`src/inc/pos_status_pkg.sv`:
```
// What this block does
// - flag done or abnormal end after pulses
// - shared end flags track latest instruction
// - live error: flag, code, 32-bit step
// - short step register when step <= 32767
// - live record overwritten; cancel clears flag
// - restart uncancelled: clear, then set again
// - latched error flag and 32-bit step
// - latched short step when step <= 32767
// - latched record holds until forced reset
// - edited block with positioning: decelerate, stop
// - variable speed without ramp: stop at once
// - refuse edits of table-batch blocks
// - legacy version: variable speed never ramps
package pos_status_pkg;
  localparam int ADDR_W = 8;
  localparam int DATA_W = 32;
  localparam int CODE_W = 16;
  localparam int STEP_W = 32;
  localparam int SHORT_W = 16;
  localparam logic [STEP_W-1:0] STEP_SHORT_MAX = 32'h0000_7FFF;

  localparam logic [ADDR_W-1:0] OFS_STATUS = 8'h00;
  localparam logic [ADDR_W-1:0] OFS_ERR_CODE = 8'h04;
  localparam logic [ADDR_W-1:0] OFS_ERR_STEP_LO = 8'h08;
  localparam logic [ADDR_W-1:0] OFS_ERR_STEP_HI = 8'h0C;
  localparam logic [ADDR_W-1:0] OFS_ERR_STEP_SHORT = 8'h10;
  localparam logic [ADDR_W-1:0] OFS_LAT_STEP_LO = 8'h14;
  localparam logic [ADDR_W-1:0] OFS_LAT_STEP_HI = 8'h18;
  localparam logic [ADDR_W-1:0] OFS_LAT_STEP_SHORT = 8'h1C;
  localparam logic [ADDR_W-1:0] OFS_CTRL = 8'h20;

  localparam int ST_DONE_BIT = 0;
  localparam int ST_ABN_BIT = 1;
  localparam int ST_ERR_BIT = 2;
  localparam int ST_LAT_BIT = 3;
  localparam int ST_LEGACY_BIT = 4;

  localparam int CT_CANCEL_BIT = 0;
  localparam int CT_FRESET_BIT = 1;
  localparam int CT_LEGACY_BIT = 2;

  localparam logic [CODE_W-1:0] CODE_RESET = 16'h0000;
  localparam logic [STEP_W-1:0] STEP_RESET = 32'h0000_0000;
  localparam logic [SHORT_W-1:0] SHORT_RESET = 16'h0000;
  localparam logic LEGACY_RESET = 1'b0;

  typedef enum logic [2:0] {
    KIND_NONE = 3'h0,
    KIND_HOMING = 3'h1,
    KIND_FIXED_FEED = 3'h2,
    KIND_TABLE = 3'h3,
    KIND_ZERO_RET = 3'h4,
    KIND_VAR_SPEED = 3'h5,
    KIND_INC_DRIVE = 3'h6,
    KIND_ABS_DRIVE = 3'h7
  } instr_kind_t;

  typedef enum logic [1:0] {
    ACT_NONE = 2'h0,
    ACT_DECEL = 2'h1,
    ACT_NOW = 2'h2,
    ACT_REFUSE = 2'h3
  } edit_action_t;

  typedef enum logic [1:0] {
    ERR_CLEAR = 2'b00,
    ERR_ACTIVE = 2'b01,
    ERR_REARM = 2'b11
  } err_state_t;
endpackage

```
`src/core/error_record.sv`:
```
`timescale 1ns/1ps
`default_nettype none
module error_record
  import pos_status_pkg::*;
#(
  parameter bit KEEP_FIRST = 1'b0
)
(
  input wire logic clock,
  input wire logic rst,
  input wire logic errEvent,
  input wire logic [STEP_W-1:0] errStep,
  input wire logic clear,
  output logic flag,
  output logic [STEP_W-1:0] stepPair,
  output logic [SHORT_W-1:0] stepShort
);
  logic flag_q;
  logic [STEP_W-1:0] step_q;
  logic [SHORT_W-1:0] short_q;
  // later events ignored once held when keeping the first
  wire take = errEvent && !(KEEP_FIRST && flag_q);
  wire fits = errStep <= STEP_SHORT_MAX;

  always_ff @(posedge clock)
  begin
    if (rst || clear)
    begin
      flag_q <= 1'b0;
      step_q <= STEP_RESET;
      short_q <= SHORT_RESET;
    end
    else if (take)
    begin
      flag_q <= 1'b1;
      step_q <= errStep;
      if (fits)
        short_q <= errStep[SHORT_W-1:0];
    end
  end

  assign flag = flag_q;
  assign stepPair = step_q;
  assign stepShort = short_q;
endmodule // error_record
`default_nettype wire

```
`src/core/edit_guard.sv`:
```
`timescale 1ns/1ps
`default_nettype none
module edit_guard
  import pos_status_pkg::*;
(
  input wire logic clock,
  input wire logic rst,
  input wire logic editReq,
  input wire instr_kind_t editKind,
  input wire logic pulseBusy,
  input wire logic accelActive,
  input wire logic legacy,
  output logic stopDecel,
  output logic stopNow,
  output logic refused,
  output logic accepted
);
  function automatic edit_action_t decideAction(instr_kind_t k, logic busy, logic ramp);
    edit_action_t a;
    a = ACT_NONE;
    case (k)
      KIND_TABLE: a = ACT_REFUSE;
      KIND_VAR_SPEED: a = !busy ? ACT_NONE : (ramp ? ACT_DECEL : ACT_NOW);
      KIND_HOMING, KIND_FIXED_FEED, KIND_ZERO_RET,
      KIND_INC_DRIVE, KIND_ABS_DRIVE: a = busy ? ACT_DECEL : ACT_NONE;
      default: a = ACT_NONE;
    endcase
    return a;
  endfunction

  wire rampOn = accelActive && !legacy;
  wire edit_action_t act = decideAction(editKind, pulseBusy, rampOn);
  logic decel_q;
  logic now_q;
  logic refuse_q;
  logic accept_q;

  always_ff @(posedge clock)
  begin
    if (rst)
    begin
      decel_q <= 1'b0;
      now_q <= 1'b0;
      refuse_q <= 1'b0;
      accept_q <= 1'b0;
    end
    else
    begin
      decel_q <= editReq && act == ACT_DECEL;
      now_q <= editReq && act == ACT_NOW;
      refuse_q <= editReq && act == ACT_REFUSE;
      accept_q <= editReq && act != ACT_REFUSE;
    end
  end

  assign stopDecel = decel_q;
  assign stopNow = now_q;
  assign refused = refuse_q;
  assign accepted = accept_q;
endmodule // edit_guard
`default_nettype wire

```
`src/core/positioning_status_and_error_flags.sv`:
```
`timescale 1ns/1ps
`default_nettype none
module positioning_status_and_error_flags
  import pos_status_pkg::*;
(
  input wire logic clock,
  input wire logic rst,
  input wire logic psel,
  input wire logic penable,
  input wire logic pwrite,
  input wire logic [ADDR_W-1:0] paddr,
  input wire logic [DATA_W-1:0] pwdata,
  output logic [DATA_W-1:0] prdata,
  output logic pready,
  output logic pslverr,
  input wire logic instrEnd,
  input wire logic instrAbnormal,
  input wire logic opError,
  input wire logic [CODE_W-1:0] opErrorCodeIn,
  input wire logic [STEP_W-1:0] opErrorStepIn,
  input wire logic runRestart,
  input wire logic forcedResetIn,
  input wire logic editReq,
  input wire instr_kind_t editKind,
  input wire logic pulseBusy,
  input wire logic accelActive,
  output logic execDone,
  output logic execAbnormal,
  output logic opErrorFlag,
  output logic latchedErrorFlag,
  output logic pulseStopDecel,
  output logic pulseStopNow,
  output logic editRefused,
  output logic editAccepted
);
  logic done_q;
  logic done_d;
  logic abn_q;
  logic abn_d;
  logic legacy_q;
  logic [CODE_W-1:0] code_q;
  err_state_t err_q;
  err_state_t err_d;
  logic [DATA_W-1:0] rdata_q;
  logic slverr_q;
  logic [STEP_W-1:0] liveStep;
  logic [SHORT_W-1:0] liveShort;
  logic [STEP_W-1:0] latStep;
  logic [SHORT_W-1:0] latShort;

  // bus decode
  wire setup = psel && !penable;
  wire access = psel && penable;
  wire wrCtrl = access && pwrite && paddr == OFS_CTRL;
  wire cancelCmd = wrCtrl && pwdata[CT_CANCEL_BIT];
  wire forcedReset = forcedResetIn || (wrCtrl && pwdata[CT_FRESET_BIT]);
  wire selStatus = paddr == OFS_STATUS;
  wire selCode = paddr == OFS_ERR_CODE;
  wire selLiveLo = paddr == OFS_ERR_STEP_LO;
  wire selLiveHi = paddr == OFS_ERR_STEP_HI;
  wire selLiveShort = paddr == OFS_ERR_STEP_SHORT;
  wire selLatLo = paddr == OFS_LAT_STEP_LO;
  wire selLatHi = paddr == OFS_LAT_STEP_HI;
  wire selLatShort = paddr == OFS_LAT_STEP_SHORT;
  wire selCtrl = paddr == OFS_CTRL;
  wire mapped = selStatus || selCode || selLiveLo || selLiveHi || selLiveShort
    || selLatLo || selLatHi || selLatShort || selCtrl;
  wire latFlag;

  logic [DATA_W-1:0] statusWord;
  always_comb
  begin
    statusWord = '0;
    statusWord[ST_DONE_BIT] = done_q;
    statusWord[ST_ABN_BIT] = abn_q;
    statusWord[ST_ERR_BIT] = err_q == ERR_ACTIVE;
    statusWord[ST_LAT_BIT] = latFlag;
    statusWord[ST_LEGACY_BIT] = legacy_q;
  end

  // zero-extends a 16-bit field into a bus word
  function automatic logic [DATA_W-1:0] busWord(input logic [SHORT_W-1:0] field);
    return {{(DATA_W-SHORT_W){1'b0}}, field};
  endfunction

  wire [DATA_W-1:0] ctrlWord = {{(DATA_W-1){1'b0}}, legacy_q} << CT_LEGACY_BIT;
  wire [DATA_W-1:0] readMux = ({DATA_W{selStatus}} & statusWord)
    | ({DATA_W{selCode}} & busWord(code_q))
    | ({DATA_W{selLiveLo}} & busWord(liveStep[SHORT_W-1:0]))
    | ({DATA_W{selLiveHi}} & busWord(liveStep[STEP_W-1:SHORT_W]))
    | ({DATA_W{selLiveShort}} & busWord(liveShort))
    | ({DATA_W{selLatLo}} & busWord(latStep[SHORT_W-1:0]))
    | ({DATA_W{selLatHi}} & busWord(latStep[STEP_W-1:SHORT_W]))
    | ({DATA_W{selLatShort}} & busWord(latShort))
    | ({DATA_W{selCtrl}} & ctrlWord);

  // read data and error captured in setup, shown in access
  always_ff @(posedge clock)
  begin
    if (rst)
    begin
      rdata_q <= '0;
      slverr_q <= 1'b0;
    end
    else if (setup)
    begin
      rdata_q <= pwrite ? '0 : readMux;
      slverr_q <= !mapped;
    end
  end

  always_ff @(posedge clock)
  begin
    if (rst)
      legacy_q <= LEGACY_RESET;
    else if (wrCtrl)
      legacy_q <= pwdata[CT_LEGACY_BIT];
  end

  // end flags follow the latest finished instruction
  always_comb
  begin
    done_d = done_q;
    abn_d = abn_q;
    if (instrEnd)
    begin
      done_d = !instrAbnormal;
      abn_d = instrAbnormal;
    end
  end

  always_ff @(posedge clock)
  begin
    if (rst)
    begin
      done_q <= 1'b0;
      abn_q <= 1'b0;
    end
    else
    begin
      done_q <= done_d;
      abn_q <= abn_d;
    end
  end

  // live error flag; a new error beats a cancel
  always_comb
  begin
    case (err_q)
      ERR_CLEAR: err_d = opError ? ERR_ACTIVE : ERR_CLEAR;
      ERR_ACTIVE:
      begin
        if (opError)
          err_d = ERR_ACTIVE;
        else if (cancelCmd)
          err_d = ERR_CLEAR;
        else if (runRestart)
          err_d = ERR_REARM;
        else
          err_d = ERR_ACTIVE;
      end
      ERR_REARM: err_d = ERR_ACTIVE;
      default: err_d = ERR_CLEAR;
    endcase
  end

  always_ff @(posedge clock)
  begin
    if (rst)
    begin
      err_q <= ERR_CLEAR;
      code_q <= CODE_RESET;
    end
    else
    begin
      err_q <= err_d;
      if (opError)
        code_q <= opErrorCodeIn;
    end
  end

  error_record #(.KEEP_FIRST(1'b0)) liveRecord (
    .clock(clock),
    .rst(rst),
    .errEvent(opError),
    .errStep(opErrorStepIn),
    .clear(1'b0),
    .flag(),
    .stepPair(liveStep),
    .stepShort(liveShort)
  );

  error_record #(.KEEP_FIRST(1'b1)) latchedRecord (
    .clock(clock),
    .rst(rst),
    .errEvent(opError),
    .errStep(opErrorStepIn),
    .clear(forcedReset),
    .flag(latFlag),
    .stepPair(latStep),
    .stepShort(latShort)
  );

  edit_guard editGuard (
    .clock(clock),
    .rst(rst),
    .editReq(editReq),
    .editKind(editKind),
    .pulseBusy(pulseBusy),
    .accelActive(accelActive),
    .legacy(legacy_q),
    .stopDecel(pulseStopDecel),
    .stopNow(pulseStopNow),
    .refused(editRefused),
    .accepted(editAccepted)
  );

  assign prdata = rdata_q;
  assign pready = 1'b1;
  assign pslverr = access && slverr_q;
  assign execDone = done_q;
  assign execAbnormal = abn_q;
  assign opErrorFlag = err_q == ERR_ACTIVE;
  assign latchedErrorFlag = latFlag;
endmodule // positioning_status_and_error_flags
`default_nettype wire

```
`config.mk`:
```
export PLATFORM = sky130hd
export DESIGN_NAME = positioning_status_and_error_flags
export DESIGN_NICKNAME = d
export VERILOG_FILES = /design/src/inc/pos_status_pkg.sv /design/src/core/error_record.sv /design/src/core/edit_guard.sv /design/src/core/positioning_status_and_error_flags.sv
export SDC_FILE = /design/constraint.sdc
export NUM_CORES = 1
export LEC_CHECK = 0
export ABC_AREA = 1
export BUFFER_PORTS_ARGS = -buffer_cell sky130_fd_sc_hd__buf_4
export CAP_MARGIN = 0
export CORE_UTILIZATION = 30
export DETAILED_ROUTE_END_ITERATION = 16
export HOLD_SLACK_MARGIN = 0.15
export PLACE_DENSITY = 0.49
export SLEW_MARGIN = 10
export SYNTH_ARGS = -nofsm -noshare
export SYNTH_HDL_FRONTEND = slang
export SYNTH_SLANG_ARGS = --single-unit
```
`constraint.sdc`:
```
create_clock -name clock -period 1.3 [get_ports clock]
set_input_delay 0.13 -clock clock [delete_from_list [all_inputs] [get_ports clock]]
set_output_delay 0.13 -clock clock [all_outputs]
set_load 0.01 [all_outputs]
```
==> results of run 1 <==
## cells in the final DEF, fill, tap and decap left out, types with 2 or more instances in the layout
cell type,count
a211oi_2,2
nand3_4,2
nor2_4,3
nand2_2,3
o21ai_1,15
conb_1,17
buf_6,2
clkinvlp_4,4
nand2_1,236
o21ai_0,72
nand4_1,4
clkinv_2,4
clkbuf_16,18
inv_1,70
dlygate4sd3_1,75
a21oi_2,12
a21oi_1,90
nor2_2,7
dfxtp_1,139
clkbuf_8,3
nor3_4,2
bufinv_16,4
buf_12,13
inv_2,7
nor2_1,106
buf_4,159
nand3_1,60
## cell type report
type,count,area (µm²),share of cell area
multi-input combinational,639,2920,0.317
timing repair buffer,250,2250,0.244
tap,270,338,0.0366
clock inverter,11,166,0.0180
inverter,79,302,0.0327
clock buffer,20,467,0.0506
sequential,139,2780,0.301
## power by group
group	leakage [nW]	internal, mW	switching, mW	total [mW]
Sequential	1.14	4.41	0.0735	4.48
Combinational	2.63	0.555	0.611	1.17
Clock	0.304	3.35	1.92	5.27
Total	4.07	8.31	2.61	10.9
## stage by stage
stage | area [µm²] | power (mW)
4_1_cts | 9180 | 11.0
3_5_place_dp | 7770 | 5.54
5_1_grt | 9230 | 11.3
2_1_floorplan | 6360 | 5.03
3_3_place_gp | 7770 | 5.53
6_report | 9230 | 10.9
## how the worst max path moves through the flow
stage | endpoint | slack [ns] | cells after the start
3_5_place_dp | prdata[7] | -0.30 | 12
2_1_floorplan | liveRecord.stepShort[10] | 0.05 | 7
3_3_place_gp | prdata[4] | -0.29 | 10
6_report | execDone | 0.06 | 5
5_1_grt | prdata[7] | 0.007 | 8
4_1_cts | prdata[7] | 0.01 | 8
## registers in the layout (all words and copies together), names as in the netlist
| register | cells |
|---|---|
| code_q | 16 |
| editGuard.stopNow | 1 |
| editGuard.accepted | 1 |
| err_q | 2 |
| slverr_q | 1 |
| prdata | 16 |
| editGuard.stopDecel | 1 |
| legacy_q | 1 |
| liveRecord.stepShort | 16 |
| latchedRecord.stepShort | 16 |
| execDone | 1 |
| editGuard.refused | 1 |
| latchedRecord.flag | 1 |
| liveRecord.stepPair | 32 |
| execAbnormal | 1 |
| latchedRecord.stepPair | 32 |
## worst register-to-register path, stage by stage (launching register included)
cell,delay [ns]
dfxtp_1,0.32
nor2_2,0.28
nand3_4,0.12
clkinv_2,0.20
nand2_1,0.10
a21oi_2,0.12
## per-layer routing
layer	up-vias	GRT usage
met5	-	0
met4	0	0.102
li1	3307	-
met1	2974	0.281
met2	147	0.351
met3	39	0.0444
## cell families after synthesis
group                  Yosys count  share of synthesized area
other                            2                    0.00119
AO/OA/AOI/OAI                  194                      0.164
AND/OR/NAND/NOR                428                      0.285
flip-flops                     139                      0.442
buffers and inverters          145                      0.109
## what timing repair did
action / in CTS / in global routing
hold buffers: 77 / 0
endpoints found under the setup margin: 0 / 71
buffers inserted: 0 / 1
gates resized for setup: 0 / 13
hold endpoints to repair: 122 / 0
==> flow_summary.toml, run 1 <==
[floorplanning]
coreArea_um2 = 20400
die_y_um = 147
rows = 52
io_pins = 146
start_util = 0.308
die_area_um2 = 21600
dieWidth_um = 147

[drt]
ant_nets = 0
wl_met3_um = 1100
met2WireLength_um = 10500
via_count = 6467
topRoutingLayerUsed = "met4"
routed_wl_um = 22900
wl_per_cell_um = 16.3
drc = 0
drtPass1Iterations = 5
drt-vias-per-instance = 4.59
wl_met1_um = 10500
drt_iter0_drc = 363

[clocking]
clock_latency_ns = 0.43
cts_buffers = 17
cts_buffer_depth = 2
h-tree-depth = 4
cts_tree = "yes"
path_clk_slew_ns = 0.06
cts-root-buf = "clkbuf_16"
cts.sinks = 139

[critical_path]
path_cells = "dlygate4sd3_1 > buf_4 > o21ai_0 > a21oi_1 > dlygate4sd3_1"
arrival_ns = 1.56
worst-path-buf-inv = 3
r2r_slack_ns = 0.10
max_stage_delay_ns = 0.55
crit_slowest_cell = "dlygate4sd3_1"
r2r-end = "latchedRecord.stepShort[4]"
setup.worst_path.class = "primary input to flip-flop"
worstSetupStartpoint = "instrEnd"
critPathTopFamily = "buffers and inverters"
critPathRequiredTime_ns = 1.62
reg2reg_depth = 5
worstSetupStartpointType = "primary input"
critPathCaptureType = "flip-flop"
crit-reg2reg-launch = "latchedRecord.flag"
cp_common_cell = "dlygate4sd3_1"
critPathMaxFanout = 4

[placed_design]
dp_cells = 1300
place_ws_ns = -0.296
io_buffers = 99
place.gp.congestion = 0.861
place_hpwl_um = 15800

[logic_synthesis]
synth.distinct_cells = 30
synth_area_leaders = "dfxtp_1 44%, nand2_1 14%, a21oi_1 7.1%"
synth_top_area_frac = 0.442
netlist_top_cells_count = "237 x nand2_1, 139 x dfxtp_1, 110 x nor2_1"
synth.largest_area_cell = "dfxtp_1"
synth_ff_type = "dfxtp_1"
avgSynthCellArea_um2 = 6.94
synth_most_common_cell = "nand2_1"
async_reset_ff_frac = 0
ys_warn_count = 0
syn_inst = 908
synth_seq_area_share = 0.442
syn_area_um2 = 6300
synth_seq_cells = 139
synth_edf_count = 0

[finish]
nFillCells = 2110
final_util = 0.452
nets = 1230
area_delta_synth_final_pct = 46.5
layout-drive-gt1-share = 0.219
stdcell_count = 1408
num_antenna_cells = 0

[min_path]
hold_path_depth = 3
whs_endpoint = "liveRecord.stepPair[0]"
worstHoldStart = "opError"
hold_path.class = "primary input to flip-flop"

[global_routing]
grt_pass1_wl_um = 35400
grt_pass1_vias = 6296
grt-ovfl-total = 0
grt.total_usage = 0.218
grt_max_degree = 52
antenna_found_initial = 0

[timing]
setup_viol = 0
slew_viol_final = 0
skew_ns = 0.00844
period_minus_slack_ns = 1.24
rsz0062_at_grt = "no"
max_freq_ghz = 0.806
holdWs_ns = 0.151
period_share = 0.954
tns_ns = 0
fin_ws_ns = 0.0599
hold_viol_final = 0

[status]
status = "completed"

[power_and_ir_drop]
p_per_area_nw_per_um2 = 1180
worst_ir_drop_vdd_uv = 768
p_leak_nw = 4.07

[flow_run]
cap_violations = 0
No activity file was read; power rests on OpenSTA's default activity.
==> run 2, diff against run 1 <==
- CAP_MARGIN: 0 -> default
- CTS_CLUSTER_DIAMETER: default -> 60
- clock period: 1.3 -> 1.02 ns (I/O delays scaled with it)
==> flow_summary.toml, run 2 (synthesized netlist as in run 1, its figures left out) <==
[floorplanning]
die_y_um = 147
start_util = 0.308
dieWidth_um = 147
rows = 52
io_pins = 146
die_area_um2 = 21600
coreArea_um2 = 20400

[min_path]
hold_path.class = "primary input to flip-flop"
hold_path_depth = 4
whs_endpoint = "liveRecord.stepPair[22]"
worstHoldStart = "opError"

[clocking]
cts.sinks = 139
cts_buffers = 17
h-tree-depth = 4
cts_tree = "yes"
path_clk_slew_ns = 0.07
cts_buffer_depth = 2
clock_latency_ns = 0.43
cts-root-buf = "clkbuf_16"

[timing]
hold_viol_final = 0
period_minus_slack_ns = 1.22
max_freq_ghz = 0.820
skew_ns = 0.0109
fin_ws_ns = -0.200
setup_viol = 56
slew_viol_final = 0
tns_ns = -5.17
rsz0062_at_grt = "yes"
period_share = 1.20

[global_routing]
grt-ovfl-total = 0
grt_pass1_vias = 6537
grt_max_degree = 26
grt_pass1_wl_um = 36600
antenna_found_initial = 0
grt.total_usage = 0.226
gr-usage-met2 = 0.371
grt.busiest_layer = "met2"
grtUsageMet3 = 0.0435
grt_use_met1 = 0.291

[critical_path]
setup.worst_path.class = "flip-flop to primary output"
worst-path-buf-inv = 4
arrival_ns = 1.12
max_stage_delay_ns = 0.33
worstSetupPathDepth = 5
crit_slowest_cell = "dfxtp_2"
r2r-end = "latchedRecord.stepShort[1]"
worstSetupStartpointType = "flip-flop"
critPathRequiredTime_ns = 0.92
path_cells = "inv_2 > nand2_2 > inv_2 > buf_6 > buf_6"
reg2reg_depth = 6
r2r_slack_ns = -0.19
crit-reg2reg-launch = "latchedRecord.flag"
critPathCaptureType = "primary output"
critPathTopFamily = "flip-flops"
critPathMaxFanout = 2

[finish]
final_cell_mix = "155 x buf_4, 148 x nand2_1, 110 x dfxtp_1"
num_antenna_cells = 0
nFillCells = 1996
multi_input_area_um2 = 3520
final_util = 0.526
seq_area_um2 = 2840
layout_commonest_cell = "buf_4"
fin_area_um2 = 10800
layout-drive-gt1-share = 0.415
area_delta_synth_final_pct = 70.6
nets = 1283

[flow_run]
cap_violations = 0

[placed_design]
place_hpwl_um = 16800
place.gp.congestion = 0.828
placed_area_um2 = 8120
place_ws_ns = -0.470
io_buffers = 99

[drt]
wl_per_cell_um = 17.1
drc = 0
drt-vias-per-instance = 4.79
ant_nets = 0
via_count = 6997
drt_iter0_drc = 392
routed_wl_um = 24900
drtPass1Iterations = 5

[power_and_ir_drop]
p_per_area_nw_per_um2 = 1310
p_leak_nw = 4.62
worst_ir_drop_vdd_uv = 1120

[status]
status = "complete, but fails checks"
violations = "setup timing"
run 2: worst max path at each step:
| stage | end | slack (ns) | from |
|---|---|---|---|
| 2_1_floorplan | liveRecord.stepShort[4] | -0.16 | opErrorStepIn[18] |
| 3_3_place_gp | prdata[15] | -0.45 | paddr[7] |
| 3_5_place_dp | prdata[2] | -0.47 | paddr[7] |
| 4_1_cts | opErrorFlag | -0.21 | err_q[1] |
| 5_1_grt | opErrorFlag | -0.25 | err_q[1] |
| 6_report | opErrorFlag | -0.20 | err_q[1] |
run 2: cell type report:
| class | count | share of cell area |
|---|---|---|
| Multi-Input combinational cell | 639 | 0.327 |
| Sequential cell | 139 | 0.264 |
| Clock buffer | 21 | 0.0438 |
| Inverter | 79 | 0.0330 |
| Tap cell | 270 | 0.0314 |
| Clock inverter | 10 | 0.0130 |
| Timing Repair Buffer | 303 | 0.288 |
run 2: per-layer routing:
layer	part of all wire	vias up	routed length [µm]
met5	0	-	0
met4	0.029	0	719
met3	0.057	43	1410
met2	0.47	219	11800
met1	0.44	3303	11000
li1	-	3432	-
run 2: repair_timing:
item	CTS	global route
hold buffers	77	0
buffers inserted	9	16
gates cloned	4	8
hold endpoints to repair	121	0
gates resized for setup	121	149
pin swaps	37	38
endpoints found under the setup margin	66	94
run 2: per-stage QoR:
step / hold slack (ns) / cells / total power, mW
3_5_place_dp: 0.291 / 1321 / 7.18
2_1_floorplan: 0.192 / 923 / 6.47
6_report: 0.165 / 1461 / 14.1
4_1_cts: 0.155 / 1440 / 14.1
3_3_place_gp: 0.288 / 1321 / 7.18
5_1_grt: 0.180 / 1461 / 14.6
run 2: report_power, final:
| part | internal, mW | total [mW] | switching, mW |
|---|---|---|---|
| Clock | 4.03 | 6.49 | 2.45 |
| Combinational | 0.976 | 1.92 | 0.949 |
| Sequential | 5.61 | 5.72 | 0.114 |
run 2: tightest hold or removal path: stages:
cell     delay (ns)
buf_4          0.11
buf_4          0.14
buf_4          0.14
a21oi_1        0.06
==> run 3, diff against run 2 <==
- BUFFER_PORTS_ARGS: -buffer_cell sky130_fd_sc_hd__buf_4 -> default
- CORE_ASPECT_RATIO: default -> 1.5
- DONT_BUFFER_PORTS: default -> 1
- PLACE_DENSITY: 0.49 -> 0.43
- SETUP_SLACK_MARGIN: default -> 0.2
==> flow_summary.toml, run 3 (synthesized netlist as in run 1, its figures left out) <==
[status]
status = "complete, but fails checks"
violations = "hold timing, setup timing"

[finish]
final_cell_mix = "117 x nand2_1, 87 x buf_4, 81 x dfxtp_2"
nets = 1170
layout_commonest_cell = "nand2_1"
layout-drive-gt1-share = 0.550
area_delta_synth_final_pct = 67.1
fin_area_um2 = 10500

[clocking]
cts_buffer_depth = 2
cts_tree = "yes"
clock_latency_ns = 0.44
cts_buffers = 17
path_clk_slew_ns = 0.06
h-tree-depth = 4
cts-root-buf = "clkbuf_16"
cts.sinks = 139

[timing]
holdWs_ns = -0.281
period_share = 1.19
slew_viol_final = 0
rsz0062_at_grt = "yes"
fin_ws_ns = -0.199
skew_ns = 0.0116
period_minus_slack_ns = 1.22
max_freq_ghz = 0.821
hold_viol_final = 80
setup_viol = 51

[critical_path]
path_cells = "inv_2 > nand2_2 > inv_2 > buf_6 > buf_6"
reg2reg_depth = 7
crit_slowest_cell = "dfxtp_2"
arrival_ns = 1.12
setup.worst_path.class = "flip-flop to primary output"
max_stage_delay_ns = 0.34
r2r-end = "latchedRecord.stepPair[7]"
worstSetupStartpointType = "flip-flop"
critPathRequiredTime_ns = 0.92
critPathCaptureType = "primary output"
critPathMaxFanout = 2
crit-reg2reg-launch = "latchedRecord.flag"
r2r_slack_ns = -0.19

[flow_run]
cap_violations = 0

[power_and_ir_drop]
p_leak_nw = 4.39
worst_ir_drop_vdd_uv = 992
p_per_area_nw_per_um2 = 1300
totalPowerFinal_mw = 13.7

[min_path]
hold_path.class = "primary input to flip-flop"
whs_endpoint = "prdata[2]"
worstHoldStart = "rst"
hold_path_depth = 1

[global_routing]
grt.total_usage = 0.236
antenna_found_initial = 1
grt_pass1_wl_um = 37900
grt_max_degree = 52
grt_pass1_vias = 6613
grt-ovfl-total = 0

[drt]
ant_nets = 0
via_count = 6624
drt_iter0_drc = 267
drt-vias-per-instance = 4.93
routed_wl_um = 25800
wl_per_cell_um = 19.2
drtPass1Iterations = 4
drc = 0

[floorplanning]
io_pins = 146
die_area_um2 = 21600
start_util = 0.307
die_y_um = 180
rows = 64
dieWidth_um = 120
coreArea_um2 = 20500

[placed_design]
place_ws_ns = -0.342
place.gp.congestion = 0.789
placed_area_um2 = 7390
io_buffers = 0
place_hpwl_um = 16200
-- run 3: changes by cell type in the layout (fill, tap and decap cells not counted), sizes merged --
cell          change
bufinv            -1
bufbuf            +1
dlymetal6s2s      +1
dlymetal6s4s      +1
diode             +1
dlygate4sd3      -27
inv               +2
buf              -87
clkbuf            -5
clkinvlp          +3
-- run 3: how the worst max path moves through the flow --
stage	slack (ns)	from	cells after the start	to
after floorplan	-0.16	opErrorStepIn[18]	7	liveRecord.stepShort[4]
after global placement	-0.33	paddr[7]	11	prdata[7]
after detailed placement	-0.34	paddr[7]	11	prdata[7]
after CTS	-0.21	err_q[1]	5	opErrorFlag
after global routing	-0.25	err_q[1]	5	opErrorFlag
final	-0.20	err_q[1]	5	opErrorFlag
-- run 3: repair_timing --
| item | CTS | global route |
|---|---|---|
| pin swaps | 89 | 94 |
| hold buffers | 51 | 2 |
| cloned | 6 | 6 |
| buffers inserted | 34 | 13 |
| resized for setup | 252 | 218 |
| endpoints found under the setup margin | 97 | 111 |
| hold endpoints to repair | 138 | 119 |
-- run 3: stage by stage --
step / cells / utilization / TNS [ns] / hold WS [ns]
floorplan: 923 / - / -5.08 / 0.192
global placement: 1200 / 0.360 / -21.00 / 0.177
detailed placement: 1200 / 0.360 / -20.86 / 0.178
CTS: 1323 / 0.466 / -9.00 / -0.296
global route: 1343 / 0.513 / -8.94 / -0.305
finish: 1344 / 0.514 / -7.23 / -0.281
-- run 3: power breakdown --
group	internal (mW)	total [mW]	switching, mW
Sequential	5.62	5.75	0.136
Combinational	0.783	1.66	0.878
Clock	3.65	6.31	2.66
-- run 3: layout make-up --
cell class                 instances  area [µm²]
timing repair buffer             190        2120
clock buffer                      18         429
clock inverter                    14         161
tap                              264         330
multi-input combinational        639        4130
antenna                            1        2.50
sequential                       139        2930
inverter                          79         427
fill                            1987        9970
-- run 3: metal layers --
layer,track usage,vias to the layer above,wire (µm)
met4,0.102,0,717
met2,0.410,166,13400
met5,0,-,0
met1,0.278,3208,10500
met3,0.0463,38,1160
li1,-,3212,-
-- run 3: worst max-delay path: cells and delay by family (launching register included) --
kind          cells  cell delay [ns]
flops             1             0.34
buf+inv           4             0.28
simple gates      1             0.06
